### src/logic/pasb_pkg.sv
// Constants for the protection and alarm status bank.
// Assumes a 16-bit word-addressed read port and 16-bit data words.
package pasb_pkg;

   // ----------------------------------------------------------------
   // Word layout
   // ----------------------------------------------------------------
   localparam int          PASB_DW        = 16;    // Data word width
   localparam int          PASB_AW        = 16;    // Word address width
   localparam int          PASB_INV_BIT   = 15;    // Word-invalid flag
   localparam int          PASB_NWORDS    = 5;     // Status/quality pairs

   // ----------------------------------------------------------------
   // Word addresses (status word sits just above its quality word)
   // ----------------------------------------------------------------
   localparam logic [15:0] STD_OVR_QUAL_ADDR  = 16'h7d0d;
   localparam logic [15:0] STD_OVR_STAT_ADDR  = 16'h7d0e;
   localparam logic [15:0] ADV_OVR_QUAL_ADDR  = 16'h7d0f;
   localparam logic [15:0] ADV_OVR_STAT_ADDR  = 16'h7d10;
   localparam logic [15:0] EXT_OVR_QUAL_ADDR  = 16'h7d11;
   localparam logic [15:0] EXT_OVR_STAT_ADDR  = 16'h7d12;
   localparam logic [15:0] PREALM_QUAL_ADDR   = 16'h7d13;
   localparam logic [15:0] PREALM_STAT_ADDR   = 16'h7d14;
   localparam logic [15:0] USRALM_QUAL_ADDR   = 16'h7d15;
   localparam logic [15:0] USRALM_STAT_ADDR   = 16'h7d16;
   localparam logic [15:0] BANK_FIRST_ADDR    = STD_OVR_QUAL_ADDR;

   // ----------------------------------------------------------------
   // Number of defined bits per status word (bits from 0 upward)
   // ----------------------------------------------------------------
   localparam int          STD_OVR_NBITS  = 1;     // Long-time pickup
   localparam int          ADV_OVR_NBITS  = 15;    // Bits 0..14
   localparam int          EXT_OVR_NBITS  = 2;     // Ground, leakage
   localparam int          PREALM_NBITS   = 3;     // Three pre-alarms
   localparam int          USRALM_NBITS   = 8;     // Alarms 201..208

   // ----------------------------------------------------------------
   // Field positions
   // ----------------------------------------------------------------
   localparam int          STD_LONG_TIME_PICKUP_BIT = 0;
   localparam int          ADV_CUR_UNBAL_BIT        = 0;
   localparam int          ADV_MAX_I1_BIT           = 1;
   localparam int          ADV_MAX_I2_BIT           = 2;
   localparam int          ADV_MAX_I3_BIT           = 3;
   localparam int          ADV_MAX_IN_BIT           = 4;
   localparam int          ADV_MIN_VOLT_BIT         = 5;
   localparam int          ADV_MAX_VOLT_BIT         = 6;
   localparam int          ADV_VOLT_UNBAL_BIT       = 7;
   localparam int          ADV_MAX_POWER_BIT        = 8;
   localparam int          ADV_REV_POWER_BIT        = 9;
   localparam int          ADV_MIN_FREQ_BIT         = 10;
   localparam int          ADV_MAX_FREQ_BIT         = 11;
   localparam int          ADV_PHASE_ROT_BIT        = 12;
   localparam int          ADV_SHED_CURRENT_BIT     = 13;
   localparam int          ADV_SHED_POWER_BIT       = 14;
   localparam int          EXT_GROUND_FAULT_BIT     = 0;
   localparam int          EXT_EARTH_LEAK_BIT       = 1;
   localparam int          long_time_prealarm_bit     = 0;
   localparam int          earth_leakage_prealarm_bit = 1;
   localparam int          ground_fault_prealarm_bit  = 2;
   localparam int          USR_ALARM_FIRST_BIT      = 0;   // Alarm 201

   // ----------------------------------------------------------------
   // Values after reset
   // ----------------------------------------------------------------
   localparam logic [15:0] STAT_RST_VAL   = 16'h8000;  // Word invalid
   localparam logic [15:0] QUAL_RST_VAL   = 16'h0000;  // Nothing valid
   localparam logic [15:0] RD_DATA_RST    = 16'h0000;

   // Synchroniser depth on the indication inputs
   localparam int          SYNC_STAGES    = 2;

endpackage

### src/logic/pasb_sync.sv
// Two flip-flop level synchroniser for a vector of indications.
// Assumes each bit is an independent slow level from another domain.
`timescale 1ns/1ps
module pasb_sync
   import pasb_pkg::*;
#(
   parameter int W = 1                        // Vector width
)
(
   input  wire logic         core_clk_in,     // Core clock
   input  wire logic         rst_n_in,        // Async reset, active low
   input  wire logic [W-1:0] async_in,        // Raw level inputs
   output logic      [W-1:0] sync_out         // Synchronised levels
);

   // ----------------------------------------------------------------
   // Stages
   // ----------------------------------------------------------------
   logic [W-1:0] meta_r;                      // First stage, read only
   logic [W-1:0] sync_r;                      // Second stage
   logic [W-1:0] meta_nxt;
   logic [W-1:0] sync_nxt;

   // Next values: the first stage feeds only the second stage
   always_comb
   begin
      meta_nxt = async_in;
      sync_nxt = meta_r;
   end

   // Registers
   always_ff @(posedge core_clk_in or negedge rst_n_in)
   begin
      if (!rst_n_in)
      begin
         meta_r <= '0;
         sync_r <= '0;
      end
      else
      begin
         meta_r <= meta_nxt;
         sync_r <= sync_nxt;
      end
   end

   assign sync_out = sync_r;

endmodule

### src/logic/pasb_bank.sv
// Protection setpoint overrun and alarm status bank, read-only.
// Assumes indications arrive as levels from the protection logic in
// another domain, and a word-addressed read/write port from the
// fieldbus slave on core_clk_in.
`timescale 1ns/1ps
module pasb_bank
   import pasb_pkg::*;
(
   input  wire logic                      core_clk_in,      // 200 MHz
   input  wire logic                      rst_n_in,         // Async
   // Indications, levels, from another domain
   input  wire logic [STD_OVR_NBITS-1:0]  std_overrun_in,   // Pickups
   input  wire logic [ADV_OVR_NBITS-1:0]  adv_overrun_in,   // Pickups
   input  wire logic [EXT_OVR_NBITS-1:0]  ext_overrun_in,   // Alarms
   input  wire logic [PREALM_NBITS-1:0]   prealarm_in,      // Active
   input  wire logic [USRALM_NBITS-1:0]   user_alarm_in,    // Active
   // Per-bit validity, same layout as the indications
   input  wire logic [STD_OVR_NBITS-1:0]  std_valid_in,
   input  wire logic [ADV_OVR_NBITS-1:0]  adv_valid_in,
   input  wire logic [EXT_OVR_NBITS-1:0]  ext_valid_in,
   input  wire logic [PREALM_NBITS-1:0]   prealarm_valid_in,
   input  wire logic [USRALM_NBITS-1:0]   user_valid_in,
   // Whole-word invalid, one per status word, std first in bit 0
   input  wire logic [PASB_NWORDS-1:0]    word_invalid_in,
   // Register port
   input  wire logic                      rd_en_in,         // Read
   input  wire logic                      wr_en_in,         // Write
   input  wire logic [PASB_AW-1:0]        addr_in,          // Word addr
   output logic      [PASB_DW-1:0]        rd_data_out,      // Data
   output logic                           rd_valid_out,     // Pulse
   output logic                           rd_hit_out,       // Mapped
   output logic                           wr_ignored_out    // Pulse
);

   // ----------------------------------------------------------------
   // Input synchronisation
   // ----------------------------------------------------------------
   localparam int NIND = STD_OVR_NBITS + ADV_OVR_NBITS + EXT_OVR_NBITS
                       + PREALM_NBITS + USRALM_NBITS;
   localparam int NALL = 2 * NIND + PASB_NWORDS;

   logic [NALL-1:0] raw_all;                  // Packed raw inputs
   logic [NALL-1:0] syn_all;                  // Packed synced inputs
   logic [NIND-1:0] syn_ind;                  // Synced indications
   logic [NIND-1:0] syn_val;                  // Synced validity
   logic [PASB_NWORDS-1:0] syn_inv;           // Synced word invalid

   assign raw_all = {word_invalid_in,
                     user_valid_in, prealarm_valid_in, ext_valid_in,
                     adv_valid_in, std_valid_in,
                     user_alarm_in, prealarm_in, ext_overrun_in,
                     adv_overrun_in, std_overrun_in};

   // One synchroniser for every raw level
   pasb_sync #(.W(NALL)) u_sync
   (
      .core_clk_in (core_clk_in),
      .rst_n_in    (rst_n_in),
      .async_in    (raw_all),
      .sync_out    (syn_all)
   );

   assign syn_ind = syn_all[NIND-1:0];
   assign syn_val = syn_all[2*NIND-1:NIND];
   assign syn_inv = syn_all[NALL-1:2*NIND];

   // ----------------------------------------------------------------
   // Word builders
   // ----------------------------------------------------------------
   // Places n defined bits at the bottom, zeroes the rest up to 14
   function automatic logic [14:0] low_field(input logic [14:0] v,
                                             input int         n);
      logic [14:0] m;
      m = 15'(({15'h0, 15'h7fff} >> (15 - n)));
      return v & m;
   endfunction

   // Offsets of each word's bits inside the packed indication vector
   localparam int STD_LSB = 0;
   localparam int ADV_LSB = STD_LSB + STD_OVR_NBITS;
   localparam int EXT_LSB = ADV_LSB + ADV_OVR_NBITS;
   localparam int PRE_LSB = EXT_LSB + EXT_OVR_NBITS;
   localparam int USR_LSB = PRE_LSB + PREALM_NBITS;

   logic [14:0] ind_fld [PASB_NWORDS];        // Defined status bits
   logic [14:0] val_fld [PASB_NWORDS];        // Defined validity bits

   // Each word takes its slice; the slice lengths fix field positions
   // standard word bit 0
   always_comb
   begin
      ind_fld[0] = low_field(15'(syn_ind >> STD_LSB), STD_OVR_NBITS);
      ind_fld[1] = low_field(15'(syn_ind >> ADV_LSB), ADV_OVR_NBITS);
      ind_fld[2] = low_field(15'(syn_ind >> EXT_LSB), EXT_OVR_NBITS);
      ind_fld[3] = low_field(15'(syn_ind >> PRE_LSB), PREALM_NBITS);
      ind_fld[4] = low_field(15'(syn_ind >> USR_LSB), USRALM_NBITS);
      val_fld[0] = low_field(15'(syn_val >> STD_LSB), STD_OVR_NBITS);
      val_fld[1] = low_field(15'(syn_val >> ADV_LSB), ADV_OVR_NBITS);
      val_fld[2] = low_field(15'(syn_val >> EXT_LSB), EXT_OVR_NBITS);
      val_fld[3] = low_field(15'(syn_val >> PRE_LSB), PREALM_NBITS);
      val_fld[4] = low_field(15'(syn_val >> USR_LSB), USRALM_NBITS);
   end

   // ----------------------------------------------------------------
   // Status and quality word registers
   // ----------------------------------------------------------------
   logic [PASB_DW-1:0] stat_r   [PASB_NWORDS];  // Status words
   logic [PASB_DW-1:0] qual_r   [PASB_NWORDS];  // Quality words
   logic [PASB_DW-1:0] stat_nxt [PASB_NWORDS];
   logic [PASB_DW-1:0] qual_nxt [PASB_NWORDS];

   genvar g;
   generate
      for (g = 0; g < PASB_NWORDS; g++)
      begin : g_word
         // Words follow the live levels every cycle: an overrun shows
         // at pickup and an alarm holds exactly as long as it is on
         always_comb
         begin
            stat_nxt[g][14:0] = ind_fld[g];
            // bit 15 flags whole word invalid
            stat_nxt[g][PASB_INV_BIT] = syn_inv[g];
            // quality bit n validates status bit n
            qual_nxt[g][14:0] = val_fld[g];
            // Flag bit itself always carries valid information
            qual_nxt[g][PASB_INV_BIT] = 1'b1;
         end

         // Registers
         always_ff @(posedge core_clk_in or negedge rst_n_in)
         begin
            if (!rst_n_in)
            begin
               stat_r[g] <= STAT_RST_VAL;
               qual_r[g] <= QUAL_RST_VAL;
            end
            else
            begin
               stat_r[g] <= stat_nxt[g];
               qual_r[g] <= qual_nxt[g];
            end
         end
      end
   endgenerate

   // ----------------------------------------------------------------
   // Read and write port
   // ----------------------------------------------------------------
   logic [PASB_DW-1:0] rd_data_r;             // Read data
   logic               rd_valid_r;            // Read answer strobe
   logic               rd_hit_r;              // Address was mapped
   logic               wr_ign_r;              // Write was dropped
   logic [PASB_DW-1:0] rd_data_nxt;
   logic               rd_valid_nxt;
   logic               rd_hit_nxt;
   logic               wr_ign_nxt;
   logic [PASB_AW-1:0] rel_addr;              // Offset into the bank

   assign rel_addr = addr_in - BANK_FIRST_ADDR;

   // Decode: a read captures the addressed word; the word index is
   // the offset halved, the low offset bit picks status over quality
   always_comb
   begin
      rd_data_nxt  = rd_data_r;
      rd_valid_nxt = 1'b0;
      rd_hit_nxt   = rd_hit_r;
      wr_ign_nxt   = wr_en_in & ~rd_en_in;
      if (rd_en_in)
      begin
         rd_valid_nxt = 1'b1;
         rd_hit_nxt   = 1'b0;
         rd_data_nxt  = RD_DATA_RST;
         if (rel_addr < 16'(2 * PASB_NWORDS))
         begin
            rd_hit_nxt = 1'b1;
            // status at quality address plus one
            if (rel_addr[0])
               rd_data_nxt = stat_r[rel_addr[3:1]];
            else
               rd_data_nxt = qual_r[rel_addr[3:1]];
         end
      end
   end

   // Registers; a read wins if read and write come together
   always_ff @(posedge core_clk_in or negedge rst_n_in)
   begin
      if (!rst_n_in)
      begin
         rd_data_r  <= RD_DATA_RST;
         rd_valid_r <= 1'b0;
         rd_hit_r   <= 1'b0;
         wr_ign_r   <= 1'b0;
      end
      else
      begin
         rd_data_r  <= rd_data_nxt;
         rd_valid_r <= rd_valid_nxt;
         rd_hit_r   <= rd_hit_nxt;
         wr_ign_r   <= wr_ign_nxt;
      end
   end

   assign rd_data_out    = rd_data_r;
   assign rd_valid_out   = rd_valid_r;
   assign rd_hit_out     = rd_hit_r;
   assign wr_ignored_out = wr_ign_r;

endmodule

### config.mk
export PLATFORM = sky130hd
export DESIGN_NAME = pasb_bank
export DESIGN_NICKNAME = d
export VERILOG_FILES = /design/src/logic/pasb_pkg.sv /design/src/logic/pasb_sync.sv /design/src/logic/pasb_bank.sv
export SDC_FILE = /design/constraint.sdc
export NUM_CORES = 1
export LEC_CHECK = 0
export ABC_CLOCK_PERIOD_IN_PS = 1500
export BUFFER_PORTS_ARGS = -buffer_cell sky130_fd_sc_hd__buf_4
export CORE_ASPECT_RATIO = 0.6
export CORE_MARGIN = 10
export CORE_UTILIZATION = 40
export DETAILED_ROUTE_END_ITERATION = 8
export MAX_ROUTING_LAYER = met4
export SYNTH_ARGS = -nofsm -noshare
export SYNTH_HDL_FRONTEND = slang
export SYNTH_HIERARCHICAL = 1
export SYNTH_SLANG_ARGS = --single-unit
### constraint.sdc
create_clock -name core_clk_in -period 1.5 [get_ports core_clk_in]
set_input_delay 0.3 -clock core_clk_in [delete_from_list [all_inputs] [get_ports core_clk_in]]
set_output_delay 0.3 -clock core_clk_in [all_outputs]
set_load 0.05 [all_outputs]
==> results.json, run 1 <==
{
  "crit_slowest_cell": "or4_4",
  "min_delay_worst_endpoint": "wr_ignored_out",
  "antenna_found_initial": 0,
  "period_minus_slack_ns": 1.940,
  "fin_nets": 686,
  "ant_nets": 0,
  "cp_data_required_time_ns": 1.90,
  "grt_max_degree": 61,
  "cpPeakStageDelay_ns": 0.55,
  "n_antenna_cell": 0,
  "cts_buffers": 19,
  "ys_top_cells_by_area": "dfrtp_1 (79%), mux4_2 (3.1%), dfstp_2 (2.0%), o22ai_2 (1.7%), inv_1 (1.4%)",
  "violations": "negative setup slack",
  "io_buffers": 101,
  "r2r_cells": 5,
  "synth_xor_area_share_pct": 0.8149,
  "drtPass1Iterations": 4,
  "via_per_inst": 4.538,
  "fin_ws_ns": -0.4397,
  "synth_compound_area_share_pct": 5.588,
  "worstHoldPathType": "primary input to register",
  "dr.first_iter.drc_count": 246,
  "ys_seq_area_share_pct": 81.20,
  "drv_slew": 0,
  "htree_num_levels": 1,
  "r2r-start": "qual_r[33]",
  "wl_per_cell_um": 16.37,
  "hold_depth": 2,
  "cp-start-kind": "primary input",
  "core_sq_um": 15590,
  "synth_top_cell_by_area": "dfrtp_1",
  "outcome": "finished with violations",
  "dieArea_sq_um": 21770,
  "synth-adder-area-share_pct": 0.1940,
  "cts_sinks": 209,
  "synth_cell_type_count": 47,
  "path_cells": "buf_6 > or4_4 > a211o_1 > mux2_4 > o32ai_4 > o211ai_4 > clkbuf_16 > o22ai_2",
  "grt_pass1_wl_um": 20880,
  "clock_path_buffers": 3,
  "fmax_mhz": 515.5,
  "rows": 35,
  "clk_pin_slew_worst_paths_ns": 0.06,
  "gr-total-overflow": 0,
  "chipHeight_um": 118.4,
  "cts_tree": "yes",
  "netlist.area_leader.share_pct": 79.16,
  "first_global_vias": 4022,
  "syn-cell-area_sq_um": 6449,
  "synthMostInstantiatedCell": "dfrtp_1",
  "gp_congestion": 0.8558,
  "routed_wl_um": 13360,
  "path_class": "primary input to register",
  "skew_ns": 0.01039,
  "endpoint_kind": "register",
  "fp.dieW_um": 183.9,
  "syn_to_final_growth_pct": 44.06,
  "via_count": 3703,
  "synth_common_cells": "dfrtp_1 (204), inv_1 (24), nand2_1 (16), nand3_1 (10)",
  "min_from": "wr_en_in",
  "vdd_ir_drop_max_mv": 0.8472,
  "r2r_setup_slack_ns": 0.09,
  "synth-simple-area-share_pct": 4.424,
  "drive_above_1_share_pct": 37.85,
  "grt_use_total_pct": 12.37,
  "setup_viol": 17,
  "worstMarginPinSlew_ns": 0.6146,
  "yosysWarnings": 6,
  "synthArstFlopShare_pct": 100.0,
  "leakagePower_nw": 4.205,
  "finalCritPeriodShare_pct": 129.3,
  "r2r-end": "rd_data_out[1]",
  "cts_root_buf": "clkbuf_16",
  "cp.arrival_ns": 2.34,
  "synthMuxAreaShare_pct": 5.530,
  "slew_headroom_pct": 58.65,
  "avgSynthCellArea_sq_um": 17.24,
  "initial_core_util_pct": 41.36,
  "cp_max_fo": 8,
  "insertion_delay_ns": 0.48,
  "synth_ff_type": "dfrtp_1",
  "place_ws_ns": -0.9750,
  "ioPinCount": 102,
  "synth_edf_count": 0,
  "final_core_util_pct": 59.59,
  "syn_nets": 458,
  "rsz0062_at_grt": "true",
  "synth_cells": 374,
  "dpl.hpwl_um": 8959,
  "drv_cap": 0,
  "route.detailed.drc": 0,
  "synth_top_family_by_area": "compound AO/OA/AOI/OAI gates",
  "hold_viol": 0,
  "synth-seq-cells": 209,
  "p_per_area_nw_per_um2": 1240
}
[final cells by class]
type	count	area, sq um
Clock buffer	26	531.8
Clock inverter	6	66.31
Fill cell	1187	6300
Inverter	24	92.59
Multi-Input combinational cell	130	1197
Sequential cell	209	5236
Tap cell	203	254.0
Timing Repair Buffer	218	1912
[how the worst max path moves through the flow]
stage,start,to,cells after the start,slack [ns]
5_1_grt,addr_in[4],rd_data_out[12],8,-0.44
4_1_cts,addr_in[7],rd_data_out[14],8,-0.39
3_5_place_dp,addr_in[7],rd_data_out[4],8,-0.97
6_report,addr_in[4],rd_data_out[2],8,-0.44
2_1_floorplan,addr_in[0],rd_data_out[10],12,-0.90
3_3_place_gp,addr_in[7],rd_data_out[4],8,-0.89
[metal layers]
layer / wire length, um / GRT usage (%) / share of wire (%)
met3: 1089 / 4.589 / 8.2
met4: 229 / 2.446 / 1.7
met5: 0 / - / 0
met1: 6226 / 16.76 / 47
met2: 5811 / 17.41 / 44
[state kept, by name (all words and copies together) (netlist names)]
register and cells:
qual_r 30, rd_data_out 16, rd_hit_out 1, rd_valid_out 1
stat_r 34, u_sync/meta_r 63, u_sync/sync_out 63, wr_ignored_out 1
[critical path: cells and delay by family]
kind | cells | cell delay [ns]
buffers and inverters | 2 | 0.31
muxes | 1 | 0.33
AOI/OAI and AO/OA | 4 | 0.84
and+or+nand+nor | 1 | 0.55
[power by group]
part | internal, W | switching [W] | total (W)
clock | 0.00267 | 0.00191 | 0.00457
sequential | 0.00590 | 0.0000636 | 0.00597
combinational | 0.000537 | 0.000440 | 0.000978
[stage by stage]
stage,setup TNS [ns],hold WS [ns],cell area (sq um),instances,power [W]
after floorplan,-14.43,0.004409,6495,374,0.006343
after global placement,-14.87,0.2274,7876,718,0.006865
after detailed placement,-15.87,0.2306,7876,718,0.006891
after CTS,-6.338,0.04746,9154,814,0.01164
after global routing,-7.315,0.04444,9290,816,0.01204
final,-7.162,0.06089,9290,816,0.01152
[placed cells by master, fill, tap and decap left out, types with 3 or more instances in the layout]
master,n
buf_6,3
clkbuf_1,4
clkbuf_16,21
nand4_1,4
xor2_1,3
o22ai_2,16
nor3_1,3
o21ai_0,7
nand3b_1,4
dlygate4sd3_1,64
mux2i_1,4
nor2_1,6
nand3_1,9
dfrtp_1,204
buf_4,143
buf_12,5
a21boi_0,3
clkbuf_8,4
a21oi_1,6
inv_1,23
nand2_1,16
mux4_2,9
xnor2_1,3
mux2_2,7
dfstp_2,5
[logic make-up (layout without fill, tap and decap cells)]
logic type,count (synthesis),in the layout
and+or+nand+nor,54,54
buffers and inverters,35,274
AOI/OAI and AO/OA,45,45
muxes,23,23
other,1,1
adders and majority gates,1,1
DFF,209,209
xor gates and xnor gates,6,6
[timing repair]
action | 4_1_cts | 5_1_grt
hold buffers | 64 | 0
endpoints found under the setup margin | 17 | 17
setup buffers | 0 | 1
hold endpoints to repair | 91 | 0
gates cloned | 0 | 2
pin swaps | 1 | 5
resized for setup | 7 | 14
(Power assumes the default switching activity.)
==> run 2: changes to the inputs <==
--- a/config.mk
+++ b/config.mk
@@ -14,5 +14,4 @@
 export MAX_ROUTING_LAYER = met4
 export SYNTH_ARGS = -nofsm -noshare
 export SYNTH_HDL_FRONTEND = slang
-export SYNTH_HIERARCHICAL = 1
 export SYNTH_SLANG_ARGS = --single-unit
==> run 2 against run 1 <==
Synthesized cell count is the same. Worst hold slack improved by 0.00064 ns. Global-route usage stayed put. The run still ends with negative setup slack left. Via count decreased by 0.51%. Clock-buffer cell count stayed put. Sequential power about the same. Die area did not move. Worst setup slack gained 0.0017 ns. Clock power about the same. Flip-flop and latch count unchanged. First-iteration DRC count shrank 0.81%. Total power barely moved. Critical path type unchanged.
==> results.json, run 2 <==
{
  "route.detailed.drc": 0,
  "dr.first_iter.drc_count": 244,
  "grt_use_total_pct": 12.37,
  "skew_ns": 0.01036,
  "final_cells": 816,
  "initial_core_util_pct": 41.36,
  "placedInstanceArea_sq_um": 7876,
  "worstHoldPathType": "primary input to register",
  "path_cells": "buf_6 > or4_4 > a211o_1 > mux2_4 > o32ai_4 > o211ai_4 > clkbuf_16 > o22ai_2",
  "via_count": 3684,
  "slew_headroom_pct": 59.11,
  "outcome": "finished with violations",
  "fmax_mhz": 516.0,
  "fp.dieW_um": 183.9,
  "cp_top_family": "compound AO/OA/AOI/OAI gates",
  "ioPinCount": 102,
  "synth_common_cells": "dfrtp_1 (204), inv_1 (24), nand2_1 (16), nand3_1 (10)",
  "cts_root_buf": "clkbuf_16",
  "cp_max_fo": 8,
  "path_buf_inv": 2,
  "p_per_area_nw_per_um2": 1240,
  "netlist.area_leader.share_pct": 79.16,
  "syn_nets": 458,
  "cts_sinks": 209,
  "ant_nets": 0,
  "syn_to_final_growth_pct": 44.06,
  "cp_data_required_time_ns": 1.90,
  "hold_viol": 0,
  "avgSynthCellArea_sq_um": 17.24,
  "leakagePower_nw": 4.205,
  "placed_cells": 718,
  "drv_slew": 0,
  "violations": "negative setup slack",
  "insertion_delay_ns": 0.48,
  "cp-start-kind": "primary input",
  "n_antenna_cell": 0,
  "drtPass1Iterations": 4,
  "grt_max_degree": 61,
  "period_minus_slack_ns": 1.938,
  "gr-total-overflow": 0,
  "rsz0062_at_grt": "true",
  "hold_slack_ns": 0.06153,
  "dpl.hpwl_um": 8959,
  "synthMostInstantiatedCell": "dfrtp_1",
  "synth_cells": 374,
  "synth_edf_count": 0,
  "drv_cap": 0,
  "setup_viol": 17,
  "path_class": "primary input to register",
  "dieArea_sq_um": 21770,
  "htree_num_levels": 1,
  "routed_wl_um": 13350,
  "wl_per_cell_um": 16.36,
  "crit_slowest_cell": "or4_4",
  "cts_tree": "yes",
  "ys_top_cells_by_area": "dfrtp_1 (79%), mux4_2 (3.1%), dfstp_2 (2.0%), o22ai_2 (1.7%), inv_1 (1.4%)",
  "synth_top_cell_by_area": "dfrtp_1",
  "fin_nets": 686,
  "rows": 35,
  "mostFrequentLayoutCells": "dfrtp_1 (204), buf_4 (143), dlygate4sd3_1 (64)",
  "final-seq-area_sq_um": 5236,
  "yosysWarnings": 0,
  "drive_above_1_share_pct": 37.85,
  "fill_cells": 1187,
  "final_common_cell": "dfrtp_1",
  "via_per_inst": 4.515,
  "synth_ff_type": "dfrtp_1",
  "grt_pass1_wl_um": 20880,
  "fin_ws_ns": -0.4380,
  "first_global_vias": 4022,
  "synth-seq-cells": 209,
  "clock_path_buffers": 3,
  "vdd_ir_drop_max_mv": 0.8472,
  "endpoint_kind": "register",
  "antenna_found_initial": 0,
  "worstMarginPinSlew_ns": 0.6078,
  "chipHeight_um": 118.4,
  "multi_input_comb_area_sq_um": 1197,
  "power.total_w": 0.01152,
  "design_area_sq_um": 9290,
  "cts_buffers": 19,
  "cpPeakStageDelay_ns": 0.55,
  "io_buffers": 101,
  "finalCritPeriodShare_pct": 129.2,
  "clk_pin_slew_worst_paths_ns": 0.06,
  "synthArstFlopShare_pct": 100.0,
  "gp_congestion": 0.8558,
  "synth_cell_type_count": 47,
  "ys_seq_area_share_pct": 81.20,
  "cp.arrival_ns": 2.34,
  "syn-cell-area_sq_um": 6449,
  "core_sq_um": 15590
}
[run 2: cell counts after synthesis]
No cell type changed its count.
[run 2: layout make-up]
type	instances	share of cell area, %
Timing Repair Buffer	218	20.58
Multi-Input combinational cell	130	12.89
Inverter	24	0.9966
Sequential cell	209	56.36
Clock buffer	26	5.724
Clock inverter	6	0.7138
Tap cell	203	2.734
[run 2: final timing paths]
check,startpoint,end,slack (ns),cells after the start
setup / recovery,addr_in[4],rd_data_out[2],-0.44,8
hold / removal,wr_en_in,wr_ignored_out,0.06,2
setup reg to reg,qual_r[33],rd_data_out[1],0.10,5
hold reg to reg,u_sync.meta_r[40],u_sync.sync_out[40],0.35,0
max in group asynchronous,rst_n_in,stat_r[15],0.59,3
min in group asynchronous,rst_n_in,qual_r[60],0.30,2
[run 2: repair_timing]
item                                    CTS  global route
gates cloned                              0             2
hold endpoints to repair                 91             0
buffers inserted                          0             1
pin swaps                                 1             5
endpoints found under the setup margin   17            17
resized for setup                         7            14
hold buffers                             64             0
[run 2: cells by family after synthesis]
| family | synth area share (%) |
|---|---|
| other | 0.05815 |
| AOI/OAI and AO/OA | 5.588 |
| and+or+nand+nor | 4.424 |
| buffers and inverters | 2.193 |
| xor gates and xnor gates | 0.8150 |
| adders and majority gates | 0.1940 |
| DFF | 81.20 |
| muxes | 5.530 |
[run 2: worst register-to-register path, cell delays in order (launching register included)]
cell,delay [ns]
dfrtp_1,0.36
mux4_2,0.48
nand2_1,0.09
o31ai_1,0.06
a21oi_1,0.19
o22ai_2,0.10
[run 2: layer usage]
layer,vias up,global-route usage [%],part of all wire [%]
met3,21,4.589,8.2
met4,0,2.446,1.7
met1,1827,16.76,47
met5,-,-,0
li1,1724,-,-
met2,112,17.41,43
[run 2: metrics by stage]
stage / TNS (ns) / utilization [%] / setup slack [ns]
6_report: -7.138 / 59.59 / -0.4380
5_1_grt: -7.315 / 59.59 / -0.4415
4_1_cts: -6.338 / 58.72 / -0.3863
3_5_place_dp: -15.87 / 50.52 / -0.9750
3_3_place_gp: -14.87 / 50.52 / -0.8888
2_1_floorplan: -14.43 / - / -0.9018
[run 2: power by group]
part | internal [W] | switching (W)
Combinational | 0.000537 | 0.000441
Clock | 0.00267 | 0.00191
Sequential | 0.00590 | 0.0000636
